$ cat src/core/mwirq_pkg.sv
package mwirq_pkg;
	localparam int          MWIRQ_ADDR_W      = 8;
	localparam logic [7:0]  MWIRQ_OFF_SRX     = 8'h3c;
	localparam logic [7:0]  MWIRQ_OFF_RAW     = 8'h40;
	localparam logic [7:0]  MWIRQ_OFF_MSK     = 8'h44;
	localparam logic [7:0]  MWIRQ_OFF_ENSET   = 8'h48;
	localparam logic [7:0]  MWIRQ_OFF_ENCLR   = 8'h4c;
	localparam logic [7:0]  MWIRQ_OFF_CTRL    = 8'h50;
	localparam logic [7:0]  MWIRQ_OFF_SRSTAT  = 8'h54;
	localparam int          MWIRQ_SRX_W       = 5;
	localparam logic [4:0]  MWIRQ_SRX_RST     = 5'h1f;
	localparam int          MWIRQ_BIT_TO      = 0;
	localparam int          MWIRQ_BIT_WR      = 2;
	localparam int          MWIRQ_BIT_SRX_GO  = 0;
	localparam int          MWIRQ_BIT_SRX_EN  = 0;
	localparam int          MWIRQ_BIT_SRX_BSY = 0;
	localparam logic [31:0] MWIRQ_ZERO        = 32'h0000_0000;
	typedef enum logic [1:0] {
		MWIRQ_SR_IDLE,
		MWIRQ_SR_HOLD,
		MWIRQ_SR_EXIT
	} mwirq_sr_t;
endpackage

$ cat src/core/mwirq_top.sv
`timescale 1ns/100ps
module mwirq_top
	import mwirq_pkg::*;
#(
	parameter bit HAS_WAIT = 1'b1
) (
	input  wire logic                    pclk,
	input  wire logic                    presetn,
	input  wire logic                    psel,
	input  wire logic                    penable,
	input  wire logic                    pwrite,
	input  wire logic [MWIRQ_ADDR_W-1:0] paddr,
	input  wire logic [31:0]             pwdata,
	output logic      [31:0]             prdata,
	output logic                         pready,
	output logic                         pslverr,
	input  wire logic                    async_wait_input,
	input  wire logic                    async_timeout,
	input  wire logic                    sr_exit_event,
	output logic                         sdram_cmd_hold,
	output logic                         cpu_irq_pulse,
	output logic                         irq
);
	import mwirq_pkg::*;

	logic                   wait_s1_reg;
	logic                   wait_s2_reg;
	logic                   wait_d_reg;
	logic                   wait_rise;
	logic [MWIRQ_SRX_W-1:0] sr_exit_delay_reg;
	logic [MWIRQ_SRX_W-1:0] sr_cnt_reg;
	mwirq_sr_t              sr_state_reg;
	logic                   en_to_reg;
	logic                   en_wr_reg;
	logic                   en_srx_reg;
	logic                   raw_timeout_flag_reg;
	logic                   raw_wait_rise_flag_reg;
	logic                   masked_timeout_flag_reg;
	logic                   masked_wait_rise_flag_reg;
	logic                   srx_irq_reg;
	logic                   wr_en;
	logic                   rd_en;
	logic                   clr_to;
	logic                   clr_wr;
	logic                   clr_srx;
	logic                   addr_ok;
	logic [31:0]            rd_mux;
	logic                   to_evt;
	logic                   srx_done;
	logic                   wr_srx;
	logic                   wr_raw;
	logic                   wr_msk;
	logic                   wr_enset;
	logic                   wr_enclr;
	logic                   wr_ctrl;
	logic                   wr_srstat;

	assign wr_en = psel & penable & pwrite;
	assign rd_en = psel & ~penable & ~pwrite;

	// One strobe per register, all qualified by the access phase
	assign wr_srx    = wr_en && (paddr == MWIRQ_OFF_SRX);
	assign wr_raw    = wr_en && (paddr == MWIRQ_OFF_RAW);
	assign wr_msk    = wr_en && (paddr == MWIRQ_OFF_MSK);
	assign wr_enset  = wr_en && (paddr == MWIRQ_OFF_ENSET);
	assign wr_enclr  = wr_en && (paddr == MWIRQ_OFF_ENCLR);
	assign wr_ctrl   = wr_en && (paddr == MWIRQ_OFF_CTRL);
	assign wr_srstat = wr_en && (paddr == MWIRQ_OFF_SRSTAT);

	// Synchroniser; first stage feeds only the second
	always_ff @(posedge pclk or negedge presetn) begin
		if (!presetn) begin
			wait_s1_reg <= 1'b0;
			wait_s2_reg <= 1'b0;
			wait_d_reg  <= 1'b0;
		end else begin
			wait_s1_reg <= async_wait_input;
			wait_s2_reg <= wait_s1_reg;
			wait_d_reg  <= wait_s2_reg;
		end
	end

	assign wait_rise = HAS_WAIT & wait_s2_reg & ~wait_d_reg;
	assign to_evt    = HAS_WAIT & async_timeout;

	// Self-refresh exit timing field
	always_ff @(posedge pclk or negedge presetn) begin
		if (!presetn) begin
			sr_exit_delay_reg <= MWIRQ_SRX_RST;
		end else if (wr_srx) begin
			sr_exit_delay_reg <= pwdata[MWIRQ_SRX_W-1:0];
		end
	end

	// Hold sequencer state; exits seen while holding are ignored
	always_ff @(posedge pclk or negedge presetn) begin
		if (!presetn) begin
			sr_state_reg <= MWIRQ_SR_IDLE;
		end else begin
			unique case (sr_state_reg)
				MWIRQ_SR_IDLE: begin
					if (sr_exit_event) begin
						sr_state_reg <= MWIRQ_SR_HOLD;
					end
				end
				MWIRQ_SR_HOLD: begin
					if (sr_cnt_reg == '0) begin
						sr_state_reg <= MWIRQ_SR_EXIT;
					end
				end
				MWIRQ_SR_EXIT: begin
					sr_state_reg <= MWIRQ_SR_IDLE;
				end
			endcase
		end
	end

	// Remaining hold cycles, loaded from the field at the exit
	always_ff @(posedge pclk or negedge presetn) begin
		if (!presetn) begin
			sr_cnt_reg <= '0;
		end else if (sr_state_reg == MWIRQ_SR_IDLE && sr_exit_event) begin
			sr_cnt_reg <= sr_exit_delay_reg;
		end else if (sr_state_reg == MWIRQ_SR_HOLD && sr_cnt_reg != '0) begin
			sr_cnt_reg <= sr_cnt_reg - 1'b1;
		end
	end

	// Command hold: field value plus one cycles after the exit
	always_ff @(posedge pclk or negedge presetn) begin
		if (!presetn) begin
			sdram_cmd_hold <= 1'b0;
		end else if (sr_state_reg == MWIRQ_SR_IDLE && sr_exit_event) begin
			sdram_cmd_hold <= 1'b1;
		end else if (sr_state_reg == MWIRQ_SR_HOLD && sr_cnt_reg == '0) begin
			sdram_cmd_hold <= 1'b0;
		end
	end

	assign srx_done = (sr_state_reg == MWIRQ_SR_EXIT);

	// Timeout enable: set and clear controls share one state
	always_ff @(posedge pclk or negedge presetn) begin
		if (!presetn) begin
			en_to_reg <= 1'b0;
		end else if (wr_enset && pwdata[MWIRQ_BIT_TO]) begin
			en_to_reg <= 1'b1;
		end else if (wr_enclr && pwdata[MWIRQ_BIT_TO]) begin
			en_to_reg <= 1'b0;
		end
	end

	// Wait-rise enable, same scheme
	always_ff @(posedge pclk or negedge presetn) begin
		if (!presetn) begin
			en_wr_reg <= 1'b0;
		end else if (wr_enset && pwdata[MWIRQ_BIT_WR]) begin
			en_wr_reg <= 1'b1;
		end else if (wr_enclr && pwdata[MWIRQ_BIT_WR]) begin
			en_wr_reg <= 1'b0;
		end
	end

	// Self-refresh-done interrupt enable
	always_ff @(posedge pclk or negedge presetn) begin
		if (!presetn) begin
			en_srx_reg <= 1'b0;
		end else if (wr_ctrl) begin
			en_srx_reg <= pwdata[MWIRQ_BIT_SRX_EN];
		end
	end

	// Writing one to either view clears both flags of a pair
	assign clr_to  = pwdata[MWIRQ_BIT_TO] && (wr_raw || wr_msk);
	assign clr_wr  = pwdata[MWIRQ_BIT_WR] && (wr_raw || wr_msk);
	assign clr_srx = wr_srstat && pwdata[MWIRQ_BIT_SRX_GO];

	// Status flags; a set beats a clear in the same cycle
	always_ff @(posedge pclk or negedge presetn) begin
		if (!presetn) begin
			raw_timeout_flag_reg <= 1'b0;
		end else if (to_evt) begin
			raw_timeout_flag_reg <= 1'b1;
		end else if (clr_to) begin
			raw_timeout_flag_reg <= 1'b0;
		end
	end

	always_ff @(posedge pclk or negedge presetn) begin
		if (!presetn) begin
			masked_timeout_flag_reg <= 1'b0;
		end else if (to_evt && en_to_reg) begin
			masked_timeout_flag_reg <= 1'b1;
		end else if (clr_to) begin
			masked_timeout_flag_reg <= 1'b0;
		end
	end

	always_ff @(posedge pclk or negedge presetn) begin
		if (!presetn) begin
			raw_wait_rise_flag_reg <= 1'b0;
		end else if (wait_rise) begin
			raw_wait_rise_flag_reg <= 1'b1;
		end else if (clr_wr) begin
			raw_wait_rise_flag_reg <= 1'b0;
		end
	end

	always_ff @(posedge pclk or negedge presetn) begin
		if (!presetn) begin
			masked_wait_rise_flag_reg <= 1'b0;
		end else if (wait_rise && en_wr_reg) begin
			masked_wait_rise_flag_reg <= 1'b1;
		end else if (clr_wr) begin
			masked_wait_rise_flag_reg <= 1'b0;
		end
	end

	always_ff @(posedge pclk or negedge presetn) begin
		if (!presetn) begin
			srx_irq_reg <= 1'b0;
		end else if (srx_done) begin
			srx_irq_reg <= 1'b1;
		end else if (clr_srx) begin
			srx_irq_reg <= 1'b0;
		end
	end

	// Pulse on each new masked timeout, one cycle wide
	always_ff @(posedge pclk or negedge presetn) begin
		if (!presetn) begin
			cpu_irq_pulse <= 1'b0;
		end else begin
			cpu_irq_pulse <= to_evt & en_to_reg & ~masked_timeout_flag_reg;
		end
	end

	// Level interrupt, registered so it lags the flags by one cycle
	always_ff @(posedge pclk or negedge presetn) begin
		if (!presetn) begin
			irq <= 1'b0;
		end else begin
			irq <= masked_timeout_flag_reg | masked_wait_rise_flag_reg |
				(srx_irq_reg & en_srx_reg);
		end
	end

	// Read mux; unused bits stay zero
	always_comb begin
		rd_mux  = MWIRQ_ZERO;
		addr_ok = 1'b1;
		unique case (paddr)
			MWIRQ_OFF_SRX: rd_mux[MWIRQ_SRX_W-1:0] = sr_exit_delay_reg;
			MWIRQ_OFF_RAW: begin
				rd_mux[MWIRQ_BIT_TO] = raw_timeout_flag_reg;
				rd_mux[MWIRQ_BIT_WR] = raw_wait_rise_flag_reg;
			end
			MWIRQ_OFF_MSK: begin
				rd_mux[MWIRQ_BIT_TO] = masked_timeout_flag_reg;
				rd_mux[MWIRQ_BIT_WR] = masked_wait_rise_flag_reg;
			end
			MWIRQ_OFF_ENSET, MWIRQ_OFF_ENCLR: begin
				rd_mux[MWIRQ_BIT_TO] = en_to_reg;
				rd_mux[MWIRQ_BIT_WR] = en_wr_reg;
			end
			MWIRQ_OFF_CTRL: rd_mux[MWIRQ_BIT_SRX_EN] = en_srx_reg;
			MWIRQ_OFF_SRSTAT: begin
				rd_mux[MWIRQ_BIT_SRX_GO]      = srx_irq_reg;
				rd_mux[MWIRQ_BIT_SRX_BSY + 1] = sdram_cmd_hold;
			end
			default: addr_ok = 1'b0;
		endcase
	end

	// Read data latched in setup so it stands through the access phase
	always_ff @(posedge pclk or negedge presetn) begin
		if (!presetn) begin
			prdata <= MWIRQ_ZERO;
		end else if (rd_en) begin
			prdata <= rd_mux;
		end
	end

	// Ready in every access phase; no register needs a wait state
	always_ff @(posedge pclk or negedge presetn) begin
		if (!presetn) begin
			pready <= 1'b0;
		end else begin
			pready <= psel & ~penable;
		end
	end

	// Error only for an unmapped address, alongside ready
	always_ff @(posedge pclk or negedge presetn) begin
		if (!presetn) begin
			pslverr <= 1'b0;
		end else begin
			pslverr <= psel & ~penable & ~addr_ok;
		end
	end
endmodule

$ cat config.mk
export PLATFORM = sky130hd
export DESIGN_NAME = mwirq_top
export DESIGN_NICKNAME = d
export VERILOG_FILES = /design/src/core/mwirq_pkg.sv /design/src/core/mwirq_top.sv
export SDC_FILE = /design/constraint.sdc
export NUM_CORES = 1
export LEC_CHECK = 0
export ABC_AREA = 1
export ABC_CLOCK_PERIOD_IN_PS = 2230
export BUFFER_PORTS_ARGS = -buffer_cell sky130_fd_sc_hd__buf_2
export CORE_ASPECT_RATIO = 1.5
export CORE_MARGIN = 10
export CORE_UTILIZATION = 50
export DETAILED_ROUTE_END_ITERATION = 8
export PLACE_DENSITY = 0.84
export RECOVER_POWER = 25
export SLEW_MARGIN = 20
export SYNTH_ARGS = -nofsm -noshare
export SYNTH_HDL_FRONTEND = slang
export SYNTH_SLANG_ARGS = --single-unit
$ cat constraint.sdc
create_clock -name pclk -period 2.23 [get_ports pclk]
set_input_delay 0.446 -clock pclk [delete_from_list [all_inputs] [get_ports pclk]]
set_output_delay 0.446 -clock pclk [all_outputs]
set_load 0.03 [all_outputs]
Yosys cells after proc, flatten, opt, wreduce, memory -nomap -nowiden
Cells that the tools add are included.
{ "op_classes": {"add_sub_neg": 1, "n_eq_ne": 11, "n_mux": 24, "n_bitwise": 16, "n_reduce_logical": 35} }
{ "ops": {"columns": ["op", "n"], "rows": [
  ["$eq A8 B7 Y1 const B", 6],
  ["$logic_and A1 B1 Y1", 19],
  ["$reduce_bool A2 Y1", 9],
  ["$mux W1", 15],
  ["$mux W5", 2],
  ["$and A1 B1 Y1", 9],
  ["$eq A8 B6 Y1 const B", 1],
  ["$reduce_or A7 Y1", 1],
  ["$mux W2", 3],
  ["$pmux W1 S6", 1],
  ["$pmux W2 S3", 1],
  ["$logic_not A5 Y1", 1],
  ["$not A1 Y1", 5],
  ["$reduce_bool A5 Y1", 1],
  ["$sub A5 B1 Y5 const B", 1],
  ["$ne A2 B2 Y1 const B", 2],
  ["$pmux W1 S4", 1],
  ["$eq A2 B1 Y1 const B", 1],
  ["$eq A2 B2 Y1 const B", 1],
  ["$logic_not A2 Y1", 1],
  ["$or A1 B1 Y1", 2],
  ["$pmux W1 S2", 1],
  ["$reduce_and A2 Y1", 1],
  ["$reduce_or A2 Y1", 1],
  ["$logic_or A1 B1 Y1", 1]
]} }
{ "word_totals": {"ff_bits": 33, "output_inout_bits": 37, "word_cells": 107} }

Longest topological paths before layout
{ "depth": {"word_depth": 7, "mapped_depth": 10} }

Least setup slack after synthesis
Ideal clock, no wire load.
{ "synth_timing": {"path_type": "register to register", "from": "register sr_state_reg[0]", "to": "register sr_cnt_reg[4]", "setup_time_ps": 114, "arrival_ps": 1165, "t_required_ps": 2116, "path_slack_ps": 951, "path_stages_with_launch": 9, "path_buffers": 0, "period_less_slack_ps": 1279, "path_cell_list": "dfrtp_1 -> inv_1 -> ha_1 -> nand2_1 -> inv_1 -> nor2_1 -> nand2_1 -> nand3_1 -> inv_1"} }
{ "synth_between": {"elab_chain_cells": 3} }
{ "synth_lines": {"columns": ["item", "line", "source"], "rows": [
  ["from (decl)", "mwirq_top.sv:32", "mwirq_sr_t sr_state_reg;"],
  ["from (signal assigned)", "mwirq_top.sv:98", "sr_state_reg <= MWIRQ_SR_IDLE;"],
  ["from (signal assigned)", "mwirq_top.sv:103", "sr_state_reg <= MWIRQ_SR_HOLD;"],
  ["from (signal assigned)", "mwirq_top.sv:108", "sr_state_reg <= MWIRQ_SR_EXIT;"],
  ["$eq A2 B1 Y1 or $logic_not A2 Y1 (tied branches)", "mwirq_top.sv:124, mwirq_top.sv:122", null],
  ["$logic_and A1 B1 Y1, on equally long branches", "mwirq_top.sv:124, mwirq_top.sv:122", null],
  ["$reduce_bool A2 Y1 (no line) or $mux W5 (tied branches)", null, null],
  ["to (signal assigned)", "mwirq_top.sv:123", "sr_cnt_reg <= sr_exit_delay_reg;"],
  ["to (signal assigned)", "mwirq_top.sv:125", "sr_cnt_reg <= sr_cnt_reg - 1'b1;"],
  ["to (decl)", "mwirq_top.sv:31", "logic [MWIRQ_SRX_W-1:0] sr_cnt_reg;"]
]} }
Parallel ways exist; a longest one is shown, timed or not.
A chain may end at the register's enable or synchronous reset.

==> impl_metrics.toml <==
[route]
via_per_inst = 4.70
antenna_left = 0
drc = 0
drt_iter0_drc = 114
wire_per_inst_microns = 12.0
via_count = 1475
dr.pass1.iters = 4
totalWireLength_microns = 3770

[cts]
h-tree-depth = 2
cts_buffers = 5
clk_latency_ns = 0.28
cts-resized-gates = 0
post-cts-setup-buffers = 0
cts_buffer_depth = 2
ctsHoldBuffers = 0
cts_tree = "yes"
clkSlewWorstSetupHoldPaths_ns = 0.06
cts.sinks = 33
clockRootBuffer = "clkbuf_8"

[placed_design]
port_buffers = 30
place_ws_ns = 0.753
dp.cells = 306
dp_hpwl_microns = 3100
gp_congestion = 0.833

[worst_hold_path]
hold_depth = 1
min_to = "wait_s1_reg"
hold_path_class = "in -> reg"
hp-start = "async_wait_input"

[sta]
holdWs_ns = 0.271
setup_tns_ns = 0
rsz0062_at_grt = "false"
finalCriticalPeriod_ns = 1.57
finalCritPeriodShare_pct = 70.5
worst_slack_ns = 0.657
setup-violations-final = 0
tightest_slew_ns = 1.69
relSlewSlack_pct = -12.6
slew_violations = 34
skew_ns = 0.00507
hold_violations = 0
fmax_ghz = 0.636

[yosys]
syn_area_sq_um = 1880
avgSynthCellArea_sq_um = 8.02
synth_top_area_share_pct = 37.3
synth_seq_cells = 33
yosysWarnings = 0
synth.largest_area_cell = "dfrtp_1"
synthCells = 234
synth.area.top_cells = "dfrtp_1, nand2_1, buf_4"
synth_seq_area_share_pct = 44.3
ys_types = 28

[critical_path]
path_class = "in -> async"
reg2reg_depth = 8
start_kind = "input pin"
regToRegStartpoint = "sr_cnt_reg[0]"
r2r_slack_ns = 0.76
cpPeakStageDelay_ns = 1.19
cp_top_family = "buffers and inverters"
cp-startpoint = "presetn"
path_cells = "clkbuf_1"
crit_buf_inv = 1
r2r_end = "sr_cnt_reg[3]"
slowest_stage = "clkbuf_1"
worst_ep_required_time_ns = 2.31
crit_fanout = 33
arrival_ns = 1.65
endpoint_kind = "asynchronous set/reset pin"

[finish]
antennaDiodeCount = 0
drive_gt1_share_pct = 20.7
final_common_cell = "nand2_1"
nets = 322
final_cell_mix = "nand2_1, inv_1, buf_2, dfrtp_1, conb_1"
postLayoutCoreUtil_pct = 56.3
area_delta_synth_final_pct = 9.47
instances_no_fill = 314

[run]
drv_cap = 1

[global_routing]
grt_use_met3_pct = 4.68
grt_max_degree = 34
antenna_found_initial = 0
grt.busiest_layer = "met2"
grt_pass1_wl_microns = 6580
grt_pass1_vias = 1583
grt.overflow.total = 0
track_usage_pct = 11.9
grtUsageMet2_pct = 21.0
grt_util_met1_pct = 11.9

[power_and_ir_drop]
power_leakage_nw = 1.16
p_switching_mw = 0.588
sw_frac_of_total_pct = 36.0
p_int_mw = 1.05
combPwrFrac_pct = 30.0
pwr-share-clk_pct = 26.1
pwr-share-seq_pct = 43.9
irDropWorstVdd_v = 0.000507
power_density_nw_per_um2 = 796

[outcome]
status = "finished, violations left"
violations = "max-capacitance violations, max-slew violations"

[floorplan]
start_util_pct = 51.4
core_region_area_sq_um = 3650
die_w_microns = 70.0
die_h_microns = 95.0
core.rowCount = 27
die_area_sq_um = 6650
num_io_pins = 85
==> Yosys cell counts <==
cell	number
nor2_8	1
or2_2	1
o21ai_1	7
a21o_1	2
o21ai_0	11
a211o_1	1
nand3_1	21
inv_1	30
o211ai_1	1
inv_2	4
conb_1	1
dfstp_2	5
buf_4	27
nor2_1	13
and2_1	1
nand2_4	1
ha_1	4
nor2_2	5
dfrtp_1	28
xor2_1	1
a21oi_1	1
nor2_4	2
nand2_2	2
nand4_1	3
nand2_1	57
o31ai_1	2
nor3_1	1
o22a_1	1
==> how the worst max path moves through the flow <==
stage / endpoint / slack [ns] / depth (start not counted)
6_report: sdram_cmd_hold / 0.66 / 1
5_1_grt: sdram_cmd_hold / 0.33 / 1
4_1_cts: sr_cnt_reg[4] / 0.73 / 8
3_5_place_dp: sr_cnt_reg[4] / 0.75 / 8
3_3_place_gp: raw_timeout_flag_reg / 0.76 / 5
2_1_floorplan: sr_cnt_reg[4] / 0.95 / 8
==> stage by stage <==
| step | area (sq um) | total power, mW |
|---|---|---|
| 6_report | 2050 | 1.64 |
| 5_1_grt | 2050 | 1.77 |
| 4_1_cts | 2060 | 1.65 |
| 3_5_place_dp | 1980 | 1.22 |
| 3_3_place_gp | 1980 | 1.20 |
| 2_1_floorplan | 1970 | 1.14 |
==> cell families after synthesis <==
group / Yosys count / synth area share (%)
and+or+nand+nor: 108 / 26.7
buffers and inverters: 61 / 17.6
DFF: 33 / 44.3
AOI/OAI and AO/OA: 26 / 8.00
adders and majority gates: 4 / 2.67
xor gates and xnor gates: 1 / 0.467
other: 1 / 0.200
==> area by class of cell <==
type | count | area, sq um
Clock buffer | 6 | 72.6
Fill cell | 348 | 1590
Sequential cell | 33 | 832
Tap cell | 43 | 53.8
Inverter | 34 | 128
Clock inverter | 2 | 10.0
Multi-Input combinational cell | 166 | 810
Timing Repair Buffer | 30 | 149
==> power groups by stage <==
stage / Combinational [mW] / Sequential, mW / Clock, mW
2_1_floorplan: 0.400 / 0.738 / 0
3_3_place_gp: 0.475 / 0.727 / 0
3_5_place_dp: 0.491 / 0.729 / 0
4_1_cts: 0.496 / 0.718 / 0.440
5_1_grt: 0.567 / 0.728 / 0.471
6_report: 0.490 / 0.719 / 0.427
==> per-layer routing <==
metal  wire length, microns  up-vias
met5                      0        -
met4                    102        0
met3                    302        7
met2                   1880       56
met1                   1490      660
li1                       -      752
No activity file was read; power rests on OpenSTA's default activity.
